$ cat src/rtl/scg_consts.svh
`ifndef SCG_CONSTS_SVH
`define SCG_CONSTS_SVH

// ---------------------------------------------------------------
// Register indices (byte address is four times the index)
// ---------------------------------------------------------------
`define SCG_IDX_GEN 10'h000
`define SCG_IDX_ANA_A 10'h001
`define SCG_IDX_ANA_B 10'h002
`define SCG_IDX_DIG_C 10'h003
`define SCG_IDX_DIG_D 10'h004
`define SCG_IDX_DIG_E 10'h005
`define SCG_IDX_DIG_F 10'h006
`define SCG_IDX_SLEEP 10'h008
`define SCG_IDX_STATUS 10'h009
`define SCG_NUM_GATE 7

// ---------------------------------------------------------------
// Writable bit masks; reserved bits store nothing and read zero
// ---------------------------------------------------------------
`define SCG_MASK_SLEEP 8'h0f
`define SCG_MASK_GEN 8'h5f
`define SCG_MASK_ANA 8'h07
`define SCG_MASK_DIG 8'h7f
`define SCG_RESET_GATE 8'h00
`define SCG_RESET_SLEEP 8'h00

// ---------------------------------------------------------------
// Field positions
// ---------------------------------------------------------------
`define SCG_SLEEP_ALLOW_BIT 0
`define SCG_MODE_LSB 1
`define SCG_MODE_MSB 3
`define SCG_GEN_USB 6
`define SCG_GEN_AES 4
`define SCG_GEN_EBI 3
`define SCG_GEN_RTC 2
`define SCG_GEN_EVT 1
`define SCG_GEN_DMA 0
`define SCG_ANA_DAC 2
`define SCG_ANA_ADC 1
`define SCG_ANA_CMP 0
`define SCG_DIG_TWI 6
`define SCG_DIG_SER1 5
`define SCG_DIG_SER0 4
`define SCG_DIG_SPI 3
`define SCG_DIG_FINE 2
`define SCG_DIG_TMR1 1
`define SCG_DIG_TMR0 0

// ---------------------------------------------------------------
// Sleep mode codes
// ---------------------------------------------------------------
`define SCG_MODE_HALT 3'h0
`define SCG_MODE_DEEP 3'h2
`define SCG_MODE_DEEP_CNT 3'h3
`define SCG_MODE_OSC 3'h6
`define SCG_MODE_OSC_CNT 3'h7

// ---------------------------------------------------------------
// Wake source vector positions
// ---------------------------------------------------------------
`define SCG_WAKE_ANY 0
`define SCG_WAKE_TWI 1
`define SCG_WAKE_PORT 2
`define SCG_WAKE_USB 3
`define SCG_WAKE_RTC 4
`define SCG_WAKE_N 5

`endif

$ cat src/rtl/scg_pkg.sv
package scg_pkg;

  // Sleep sequencer states
  typedef enum logic [0:0] {
    SCG_AWAKE,
    SCG_ASLEEP
  } scg_state_t;

  // Analog port clock enables
  typedef struct packed {
    logic dac;
    logic adc;
    logic comparator_gate;
  } scg_ana_en_t;

  // Digital port clock enables
  typedef struct packed {
    logic two_wire_gate;
    logic serial1_gate;
    logic serial0_gate;
    logic spi;
    logic fine_resolution_gate;
    logic timer1_gate;
    logic timer0_gate;
  } scg_dig_en_t;

  // All peripheral clock enables
  typedef struct packed {
    logic usb;
    logic aes;
    logic external_bus_gate;
    logic rtc;
    logic event_network_gate;
    logic dma;
    scg_ana_en_t ana_a;
    scg_ana_en_t ana_b;
    scg_dig_en_t dig_c;
    scg_dig_en_t dig_d;
    scg_dig_en_t dig_e;
    scg_dig_en_t dig_f;
  } scg_clk_en_t;

  // Domain run flags
  typedef struct packed {
    logic cpu;
    logic periph;
    logic rtc;
    logic sys_osc;
    logic rtc_osc;
  } scg_domain_t;

endpackage

$ cat src/rtl/scg_top.sv
// Implementation choice: register access over APB.
`timescale 1ns/1ps
`include "scg_consts.svh"

module scg_top
  import scg_pkg::*;
(
  // APB clock and reset
  input wire logic pclk,
  input wire logic presetn,
  // APB slave
  input wire logic psel,
  input wire logic penable,
  input wire logic pwrite,
  input wire logic [11:0] paddr,
  input wire logic [31:0] pwdata,
  output logic [31:0] prdata,
  output logic pready,
  output logic pslverr,
  // CPU, DMA and RTC status, same clock
  input wire logic sleep_instr,
  input wire logic dma_enabled,
  input wire logic rtc_enabled,
  // Wake sources, asynchronous to pclk
  input wire logic [`SCG_WAKE_N-1:0] wake_src,
  // Domain run flags, peripheral clock enables and active sleep mode
  output scg_domain_t domain_run,
  output scg_clk_en_t clk_en,
  output logic [2:0] sleep_mode_active
);

  // -------------------------------------------------------------
  // Helper functions
  // -------------------------------------------------------------

  // Writable mask of a gate register by index
  function automatic logic [7:0] gate_mask(input logic [9:0] idx);
    logic [7:0] m;
    m = 8'h00;
    if (idx == `SCG_IDX_GEN) begin
      m = `SCG_MASK_GEN;
    end else if (idx == `SCG_IDX_ANA_A || idx == `SCG_IDX_ANA_B) begin
      m = `SCG_MASK_ANA;
    end else if (idx <= `SCG_IDX_DIG_F) begin
      m = `SCG_MASK_DIG;
    end
    return m;
  endfunction

  // Analog enables from a gate byte and the domain flag
  function automatic scg_ana_en_t ana_en(input logic [7:0] g,
                                         input logic run);
    scg_ana_en_t e;
    e.dac = run & ~g[`SCG_ANA_DAC];
    e.adc = run & ~g[`SCG_ANA_ADC];
    e.comparator_gate = run & ~g[`SCG_ANA_CMP];
    return e;
  endfunction

  // Digital enables from a gate byte and the domain flag
  function automatic scg_dig_en_t dig_en(input logic [7:0] g,
                                         input logic run);
    scg_dig_en_t e;
    e.two_wire_gate = run & ~g[`SCG_DIG_TWI];
    e.serial1_gate = run & ~g[`SCG_DIG_SER1];
    e.serial0_gate = run & ~g[`SCG_DIG_SER0];
    e.spi = run & ~g[`SCG_DIG_SPI];
    e.fine_resolution_gate = run & ~g[`SCG_DIG_FINE];
    e.timer1_gate = run & ~g[`SCG_DIG_TMR1];
    e.timer0_gate = run & ~g[`SCG_DIG_TMR0];
    return e;
  endfunction

  // Which domains a mode keeps running while asleep
  function automatic scg_domain_t mode_domains(input logic [2:0] md);
    scg_domain_t d;
    d = '0;
    case (md)
      `SCG_MODE_HALT: begin
        d.periph = 1'b1;
        d.rtc = 1'b1;
        d.sys_osc = 1'b1;
        d.rtc_osc = 1'b1;
      end
      `SCG_MODE_DEEP: begin
        d = '0;
      end
      `SCG_MODE_DEEP_CNT: begin
        d.rtc = 1'b1;
        d.rtc_osc = 1'b1;
      end
      `SCG_MODE_OSC: begin
        d.sys_osc = 1'b1;
      end
      `SCG_MODE_OSC_CNT: begin
        d.rtc = 1'b1;
        d.sys_osc = 1'b1;
        d.rtc_osc = 1'b1;
      end
      default: begin
        d = '0;
      end
    endcase
    return d;
  endfunction

  // -------------------------------------------------------------
  // State
  // -------------------------------------------------------------
  logic [7:0] gate_r [0:`SCG_NUM_GATE-1];
  logic [7:0] sleep_ctl_r;
  scg_state_t state_r;
  scg_state_t state_nxt;
  logic [2:0] act_mode_r;
  logic [`SCG_WAKE_N-1:0] wake_s1_r;
  logic [`SCG_WAKE_N-1:0] wake_s2_r;
  logic [31:0] prdata_r;
  logic pready_r;
  logic pslverr_r;
  scg_domain_t domain_r;
  scg_clk_en_t clk_en_r;
  logic [2:0] sleep_mode_r;

  // -------------------------------------------------------------
  // APB decode
  // -------------------------------------------------------------
  wire [9:0] idx = paddr[11:2];
  wire aligned = (paddr[1:0] == 2'b00);
  wire is_gate = aligned && (idx <= `SCG_IDX_DIG_F);
  wire is_sleep = aligned && (idx == `SCG_IDX_SLEEP);
  wire is_status = aligned && (idx == `SCG_IDX_STATUS);
  wire mapped = is_gate | is_sleep | is_status;
  wire setup = psel & ~penable;
  wire access = psel & penable & pready_r;
  wire wr_en = access & pwrite & mapped;
  wire [2:0] gidx = idx[2:0];
  wire [7:0] wmask = gate_mask(idx);
  wire [7:0] gate_rd = is_gate ? gate_r[gidx] : 8'h00;

  // Read data: reserved bits are never stored, so they read zero
  // reserved read zero
  wire [31:0] rd_word = is_gate ? {24'h000000, gate_rd & wmask} :
                        is_sleep ? {24'h000000,
                                    sleep_ctl_r & `SCG_MASK_SLEEP} :
                        is_status ? {24'h000000, 3'h0, act_mode_r,
                                     dma_enabled,
                                     (state_r == SCG_ASLEEP)} :
                        32'h00000000;

  // -------------------------------------------------------------
  // Write data shaping
  // -------------------------------------------------------------

  // Refuse a DMA gate set while the controller runs
  // DMA gate guard
  wire dma_block = (idx == `SCG_IDX_GEN) & dma_enabled &
                   ~gate_r[0][`SCG_GEN_DMA];
  wire [7:0] gate_wdata = (pwdata[7:0] & wmask) &
                          ~{7'h00, dma_block};
  wire [7:0] sleep_wdata = pwdata[7:0] & `SCG_MASK_SLEEP;

  // -------------------------------------------------------------
  // Sleep sequencer
  // -------------------------------------------------------------
  wire sleep_allow = sleep_ctl_r[`SCG_SLEEP_ALLOW_BIT];
  wire [2:0] sleep_mode_select =
    sleep_ctl_r[`SCG_MODE_MSB:`SCG_MODE_LSB];

  // Reserved codes are treated as no valid mode and never sleep
  // mode decode
  wire mode_valid = (sleep_mode_select == `SCG_MODE_HALT) ||
                    (sleep_mode_select == `SCG_MODE_DEEP) ||
                    (sleep_mode_select == `SCG_MODE_DEEP_CNT) ||
                    (sleep_mode_select == `SCG_MODE_OSC) ||
                    (sleep_mode_select == `SCG_MODE_OSC_CNT);
  // allow bit gates entry
  // A sleep instruction seen while already asleep must not re-pick a mode
  wire enter = sleep_instr & sleep_allow & mode_valid &
               (state_r == SCG_AWAKE);

  // Wake qualification per active mode
  wire w_any = wake_s2_r[`SCG_WAKE_ANY];
  wire w_async = wake_s2_r[`SCG_WAKE_TWI] |
                 wake_s2_r[`SCG_WAKE_PORT] |
                 wake_s2_r[`SCG_WAKE_USB];
  wire w_rtc = wake_s2_r[`SCG_WAKE_RTC] & rtc_enabled;
  wire cnt_mode = (act_mode_r == `SCG_MODE_DEEP_CNT) ||
                  (act_mode_r == `SCG_MODE_OSC_CNT);
  wire wake = (act_mode_r == `SCG_MODE_HALT) ? (w_any | w_async) :
              (w_async | (cnt_mode & w_rtc));

  // Next state of the sequencer
  always_comb begin
    state_nxt = state_r;
    case (state_r)
      SCG_AWAKE: begin
        if (enter) begin
          state_nxt = SCG_ASLEEP;
        end
      end
      SCG_ASLEEP: begin
        if (wake) begin
          state_nxt = SCG_AWAKE;
        end
      end
      default: begin
        state_nxt = SCG_AWAKE;
      end
    endcase
  end

  // -------------------------------------------------------------
  // Domain and clock enable computation
  // -------------------------------------------------------------

  // Awake runs every domain; asleep runs what the mode keeps
  wire scg_domain_t dom_nxt = (state_nxt == SCG_AWAKE) ?
                              5'b11111 :
                              mode_domains(enter ? sleep_mode_select :
                                           act_mode_r);
  wire pr = dom_nxt.periph;

  // Per-peripheral enables: domain run and not gated
  // USB gate
  wire scg_clk_en_t en_nxt = {
    pr & ~gate_r[0][`SCG_GEN_USB],
    pr & ~gate_r[0][`SCG_GEN_AES],
    pr & ~gate_r[0][`SCG_GEN_EBI],
    dom_nxt.rtc & ~gate_r[0][`SCG_GEN_RTC],
    pr & ~gate_r[0][`SCG_GEN_EVT],
    pr & ~gate_r[0][`SCG_GEN_DMA],
    ana_en(gate_r[1], pr),
    ana_en(gate_r[2], pr),
    dig_en(gate_r[3], pr),
    dig_en(gate_r[4], pr),
    dig_en(gate_r[5], pr),
    dig_en(gate_r[6], pr)
  };

  // -------------------------------------------------------------
  // Wake synchroniser
  // -------------------------------------------------------------

  // Wake pins are asynchronous; only the second stage is used
  always_ff @(posedge pclk or negedge presetn) begin
    if (!presetn) begin
      wake_s1_r <= '0;
      wake_s2_r <= '0;
    end else begin
      wake_s1_r <= wake_src;
      wake_s2_r <= wake_s1_r;
    end
  end

  // -------------------------------------------------------------
  // Registers
  // -------------------------------------------------------------

  // Gate registers; write lands only on the access edge
  // gate block indices
  always_ff @(posedge pclk or negedge presetn) begin
    if (!presetn) begin
      for (int i = 0; i < `SCG_NUM_GATE; i++) begin
        gate_r[i] <= `SCG_RESET_GATE;
      end
    end else if (wr_en && is_gate) begin
      gate_r[gidx] <= gate_wdata;
    end
  end

  // Sleep control register
  always_ff @(posedge pclk or negedge presetn) begin
    if (!presetn) begin
      sleep_ctl_r <= `SCG_RESET_SLEEP;
    end else if (wr_en && is_sleep) begin
      sleep_ctl_r <= sleep_wdata;
    end
  end

  // Sequencer state and the mode captured at entry
  always_ff @(posedge pclk or negedge presetn) begin
    if (!presetn) begin
      state_r <= SCG_AWAKE;
      act_mode_r <= `SCG_MODE_HALT;
    end else begin
      state_r <= state_nxt;
      if (enter && state_r == SCG_AWAKE) begin
        act_mode_r <= sleep_mode_select;
      end
    end
  end

  // Registered outputs; enables change only on clock edges, so
  // peripherals see no runt pulses
  // glitch-free enables
  always_ff @(posedge pclk or negedge presetn) begin
    if (!presetn) begin
      domain_r <= '1;
      clk_en_r <= '1;
      sleep_mode_r <= `SCG_MODE_HALT;
    end else begin
      domain_r <= dom_nxt;
      clk_en_r <= en_nxt;
      sleep_mode_r <= (state_nxt == SCG_ASLEEP) ?
                      (enter ? sleep_mode_select : act_mode_r) :
                      `SCG_MODE_HALT;
    end
  end

  // APB answer: one wait-free access phase after each setup
  always_ff @(posedge pclk or negedge presetn) begin
    if (!presetn) begin
      pready_r <= 1'b0;
      pslverr_r <= 1'b0;
      prdata_r <= 32'h00000000;
    end else begin
      pready_r <= setup;
      if (setup) begin
        pslverr_r <= ~mapped;
        prdata_r <= pwrite ? 32'h00000000 : rd_word;
      end else begin
        pslverr_r <= 1'b0;
        prdata_r <= 32'h00000000;
      end
    end
  end

  // -------------------------------------------------------------
  // Outputs
  // -------------------------------------------------------------
  assign prdata = prdata_r;
  assign pready = pready_r;
  assign pslverr = pslverr_r;
  assign domain_run = domain_r;
  assign clk_en = clk_en_r;
  assign sleep_mode_active = sleep_mode_r;

endmodule

$ cat config.mk
export PLATFORM = sky130hd
export DESIGN_NAME = scg_top
export DESIGN_NICKNAME = d
export VERILOG_FILES = /design/src/rtl/scg_pkg.sv /design/src/rtl/scg_top.sv
export VERILOG_INCLUDE_DIRS = /design/src /design/src/rtl
export SDC_FILE = /design/constraint.sdc
export NUM_CORES = 1
export LEC_CHECK = 0
export BUFFER_PORTS_ARGS = -buffer_cell sky130_fd_sc_hd__buf_2
export CAP_MARGIN = 40
export CORE_ASPECT_RATIO = 0.8
export CORE_MARGIN = 2
export CORE_UTILIZATION = 49
export CTS_BUF_LIST = sky130_fd_sc_hd__clkbuf_4
export CTS_CLUSTER_DIAMETER = 150
export DETAILED_ROUTE_END_ITERATION = 12
export GPL_ROUTABILITY_DRIVEN = 0
export PLACE_DENSITY = 0.87
export SETUP_SLACK_MARGIN = 0.1
export SLEW_MARGIN = 20
export SYNTH_ARGS = -nofsm -noshare
export SYNTH_HDL_FRONTEND = slang
export SYNTH_SLANG_ARGS = --single-unit
$ cat constraint.sdc
create_clock -name pclk -period 1.9 [get_ports pclk]
set_clock_uncertainty 0.1 [all_clocks]
set_input_delay 0.285 -clock pclk [delete_from_list [all_inputs] [get_ports pclk]]
set_output_delay 0.285 -clock pclk [all_outputs]
set_load 0.02 [all_outputs]
Word-level counts from Yosys, hierarchy flattened. Cells that the tools add are included.

Flip-flop bits (word level): 156. Input port bits: 57.

Magnitude comparators: 3. Eq/ne operators: 13. Mux-type cells: 26. Bitwise gates (word level): 106. Reduce and logical (&&, ||, !) cells: 20.

Operators by type and width (number): $mux W8 (9); $bwmux W56 (1); $and A1 B1 Y1 (52); $not A1 Y1 (43); $and A8 B8 Y8 (3); $bmux W8 S3 (1); $demux W8 S3 (1); $eq A10 B4 Y1 const B (2); $eq A3 B3 Y1 const B (5); $mux W5 (3); $eq A3 B2 Y1 const B (4); $eq A10 B1 Y1 const B (1); $eq A10 B2 Y1 const B (1); $le A10 B3 Y1 const B (1); $logic_not A10 Y1 (1); $logic_not A3 Y1 (3); $not A1 Y8 (1); $logic_and A1 B1 Y1 (7); $mux W1 (7); $mux W7 (1); $logic_or A1 B1 Y1 (6); $mux W3 (2); $or A1 B1 Y1 (6); $reduce_or A3 Y1 (2); other kinds (5) (5).

Logic depth before layout (Yosys ltp).
Depth after elaboration: 13. Gate-level depth with buffers: 7.

Worst setup path after synthesis. No wires, ideal clock.

Kind: register -> register. Start point: register pready_r, in the netlist pready. End point: register gate_r[10] (netlist bit). Arrival: 1.829 ns. Required time: 1.675 ns. Path slack: -0.154 ns. Stages on the path, launching flop included: 6. Path buffers: 1. Cell sequence: dfrtp_1 > and4_1 > clkbuf_2 > nand3_1 > nor4_4 > mux2_2.

Word-level cells in the longest chain between the ends: 4.

Ends and longest elaborated chain: start, declared (line scg_top.sv:118) `logic pready_r;`; start signal, assigned (line scg_top.sv:317) `pready_r <= setup;`; $and A1 B1 Y1 (line scg_top.sv:134) `wire access = psel & penable & pready_r;`; $and A1 B1 Y1 (2 in a row) (line scg_top.sv:135) `wire wr_en = access & pwrite & mapped;`; $logic_and A1 B1 Y1 (line scg_top.sv:266) `end else if (wr_en && is_gate) begin`; end signal, assigned by index (line scg_top.sv:264) `` gate_r[i] <= `SCG_RESET_GATE; ``; end signal, assigned by index (line scg_top.sv:267) `gate_r[gidx] <= gate_wdata;`; end, declared (line scg_top.sv:110) `` logic [7:0] gate_r [0:`SCG_NUM_GATE-1]; ``.

No other way between the ends. A chain may end at the register's enable or synchronous reset.

==> flow_summary.yaml <==
final_layout:
  nets: 612
  final_cell_mix: "88 x buf_2, 79 x dfrtp_1, 44 x mux2_2, 44 x dfstp_2, 43 x buf_4"
  drive_above_1_share_pct: 60.6
  layout_commonest_cell: "buf_2"
  final_util_pct: 67.4
  area_growth_pct: 33.1
  fillers: 732
synthesis:
  synthDistinctLibCells: 56
  async_reset_ff_share_pct: 100
  synthAdderAreaFrac_pct: 0
  yosys_warnings: 0
  avgSynthCellArea_um2: 13.2
  syn_area_um2: 5230
  synth_compound_area_share_pct: 5.79
  yosys.area_share.xor_xnor_pct: 0
  synth_seq_cells: 123
  synth_top_family_by_area: "multiplexers"
  yosys.area_share.simple_pct: 14.2
  synth_edf_count: 0
  synth_seq_area_share_pct: 59.9
  muxShareOfSynthArea_pct: 14.3
  synth_ff_type: "dfrtp_1"
  syn_inst: 396
critical_path:
  critical_path_class: "reg2reg"
  timing.rr.end: "clk_en[20]$_DFF_PN1_"
  critPathSlowestCell: "or4b_4"
  start_kind: "flip-flop"
  reg2reg_setup_slack_ns: -0.03
  crit_path_end_kind: "flip-flop"
  r2r.worst_path.cells: 5
  worst-endpoint-arrival_ns: 2.27
  r2r-start: "act_mode_r[0]$_DFFE_PN0P_"
  critical_path.cell_chain: "or4b_4, a32oi_4, a41oi_4, buf_6, nor2_2"
  crit_required_ns: 2.24
  crit_fanout: 6
  max_stage_delay_ns: 0.54
die:
  die_h_um: 96.4
  coreArea_um2: 10300
  dieArea_um2: 11500
  io_pins: 139
  rows: 33
  initial_core_util_pct: 50.6
  die-width_um: 119
placement:
  hpwl_um: 8960
  portBuffers: 88
pwr:
  p_total_mw: 4.92
  powerDensity_nw_per_um2: 707
  irDropWorstVdd_mv: 0.325
  p_leak_nw: 3.23
hold_path:
  min_from: "dma_enabled"
  hold_depth: 3
  hold_end: "prdata[1]$_DFF_PN0_"
  holdCritPathClass: "in2reg"
clock_tree:
  cts.sinks: 123
  cts_max_level: 4
  cts_tree: "done"
  clock-root-buffer: "clkbuf_4"
  clockBufferDepth: 2
  insertion_delay_ns: 0.50
  cts_made_buffers: 17
  clk_pin_slew_ns: 0.11
sta:
  tightest_slew_ns: 0.802
  period_needed_ns: 1.93
  final.period_utilization_pct: 101
  maxSlewHeadroom_pct: 46.4
  slew_viol_final: 0
  finalHoldViolations: 0
  setup_viol_count_final: 12
  rsz0062_at_grt: "yes"
  fmax_mhz: 519
  holdWs_ns: 0.100
  worst_slack_ns: -0.0280
route:
  wirelength_um: 13800
  ant_nets: 0
  drt_iter0_drc: 340
  viasPerCell: 5.43
  drc: 0
  wl_per_cell_um: 19.5
  num_vias: 3853
  drt_pre_antenna_iters: 5
global_routing:
  grt.total_usage_pct: 24.2
  grt_pass1_wl_um: 20500
  grt_pass1_vias: 3838
  grt_max_degree: 44
  antenna_found_initial: 1
  globalRoute.totalOverflow: 0
status:
  status: "finished with violations"
  violations: "setup timing"
run:
  drv_cap: 0
==> logic make-up (layout without fill, tap and decap cells) <==
group / count (synthesis) / in the layout
compound gates: 36 / 37
buf+inv: 49 / 196
flops: 123 / 123
mux: 61 / 61
other cells: 1 / 27
simple gates: 126 / 126
==> synth_stat cells (2+ instances only) <==
| library cell | number | share of area, % |
|---|---|---|
| a21oi_1 | 8 | 0.77 |
| a22o_2 | 3 | 0.57 |
| a22oi_1 | 5 | 0.72 |
| and2_0 | 2 | 0.24 |
| and2_1 | 5 | 0.60 |
| and3b_1 | 2 | 0.34 |
| and4_1 | 3 | 0.50 |
| buf_1 | 2 | 0.14 |
| buf_2 | 7 | 0.67 |
| buf_4 | 28 | 4.0 |
| clkbuf_1 | 4 | 0.29 |
| dfrtp_1 | 79 | 38 |
| dfstp_2 | 44 | 22 |
| inv_1 | 7 | 0.50 |
| mux2_2 | 50 | 11 |
| mux2i_1 | 5 | 0.96 |
| mux4_2 | 6 | 2.6 |
| nand2_1 | 7 | 0.50 |
| nand2b_1 | 4 | 0.48 |
| nand3_1 | 5 | 0.48 |
| nand4_1 | 3 | 0.36 |
| nand4_2 | 2 | 0.48 |
| nor2_1 | 57 | 4.1 |
| nor2b_1 | 12 | 1.4 |
| nor3_1 | 4 | 0.38 |
| nor3b_1 | 4 | 0.57 |
| nor4_4 | 4 | 1.6 |
| nor4b_1 | 2 | 0.34 |
| o211ai_1 | 2 | 0.29 |
| o21ai_0 | 2 | 0.19 |
| o31ai_1 | 2 | 0.29 |
| or4b_1 | 2 | 0.38 |
==> repair_timing <==
action                                  4_1_cts  5_1_grt
pin swaps                                     2        4
cloned                                        5        2
setup buffers                                 1        2
resized for setup                            30       66
endpoints found under the hold margin       110        0
endpoints found under the setup margin       58       61
hold buffers                                 12        0
==> worst max-delay path, delay by kind of cell, from the launching register on <==
family          cells  cell delay (ns)
buf+inv             1             0.25
flops               1             0.39
compound gates      2             0.48
simple gates        2             0.64
==> final cells by class <==
class	instances	area (um^2)	area share [%]
sequential	123	3130	45.0
multi-input combinational	249	2250	32.3
clock inverter	13	168	2.41
inverter	7	26.3	0.378
clock buffer	19	143	2.05
tap	140	175	2.52
timing repair buffer	157	1060	15.2
antenna	2	5.00	0.0720
==> metrics by stage <==
stage               cell area, um^2  std cells  worst slack (ns)  TNS (ns)
floorplan                      5380        420           -0.0569    -0.988
global placement               6090        654            -0.107     -1.93
detailed placement             6090        654            -0.190     -4.64
CTS                            6690        704            0.0242         0
global route                   6950        708           -0.0811     -1.19
finish                         6960        710           -0.0280    -0.196
==> metal layers <==
layer	vias to the layer above	part of all wire, %	global-route usage [%]
met2	188	51	40.8
li1	1665	-	-
met1	1958	39	28.3
met5	-	0.080	0
met4	2	2.5	10.9
met3	40	7.8	8.80
==> flip-flops by register name (all words and copies together) (netlist names) <==
signal	count
wake_s2_r	5
pready	1
sleep_ctl_r	4
pslverr	1
domain_run	4
clk_en	40
prdata	7
sleep_mode_active	3
wake_s1_r	5
gate_r	49
state_r	1
act_mode_r	3
==> power breakdown <==
group          switching (mW)  internal (mW)
logic                   0.207          0.108
registers             0.00725           2.64
clock network            1.01          0.956
==> how the worst max path moves through the flow <==
| stage | from | end |
|---|---|---|
| 6_report | act_mode_r[0]$_DFFE_PN0P_ | clk_en[20]$_DFF_PN1_ |
| 5_1_grt | act_mode_r[0]$_DFFE_PN0P_ | clk_en[20]$_DFF_PN1_ |
| 4_1_cts | act_mode_r[1]$_DFFE_PN0P_ | clk_en[20]$_DFF_PN1_ |
| 3_5_place_dp | paddr[6] | gate_r[12]$_DFFE_PN0P_ |
| 3_3_place_gp | paddr[2] | gate_r[22]$_DFFE_PN0P_ |
| 2_1_floorplan | paddr[6] | gate_r[32]$_DFFE_PN0P_ |
(Power assumes the default switching activity.)
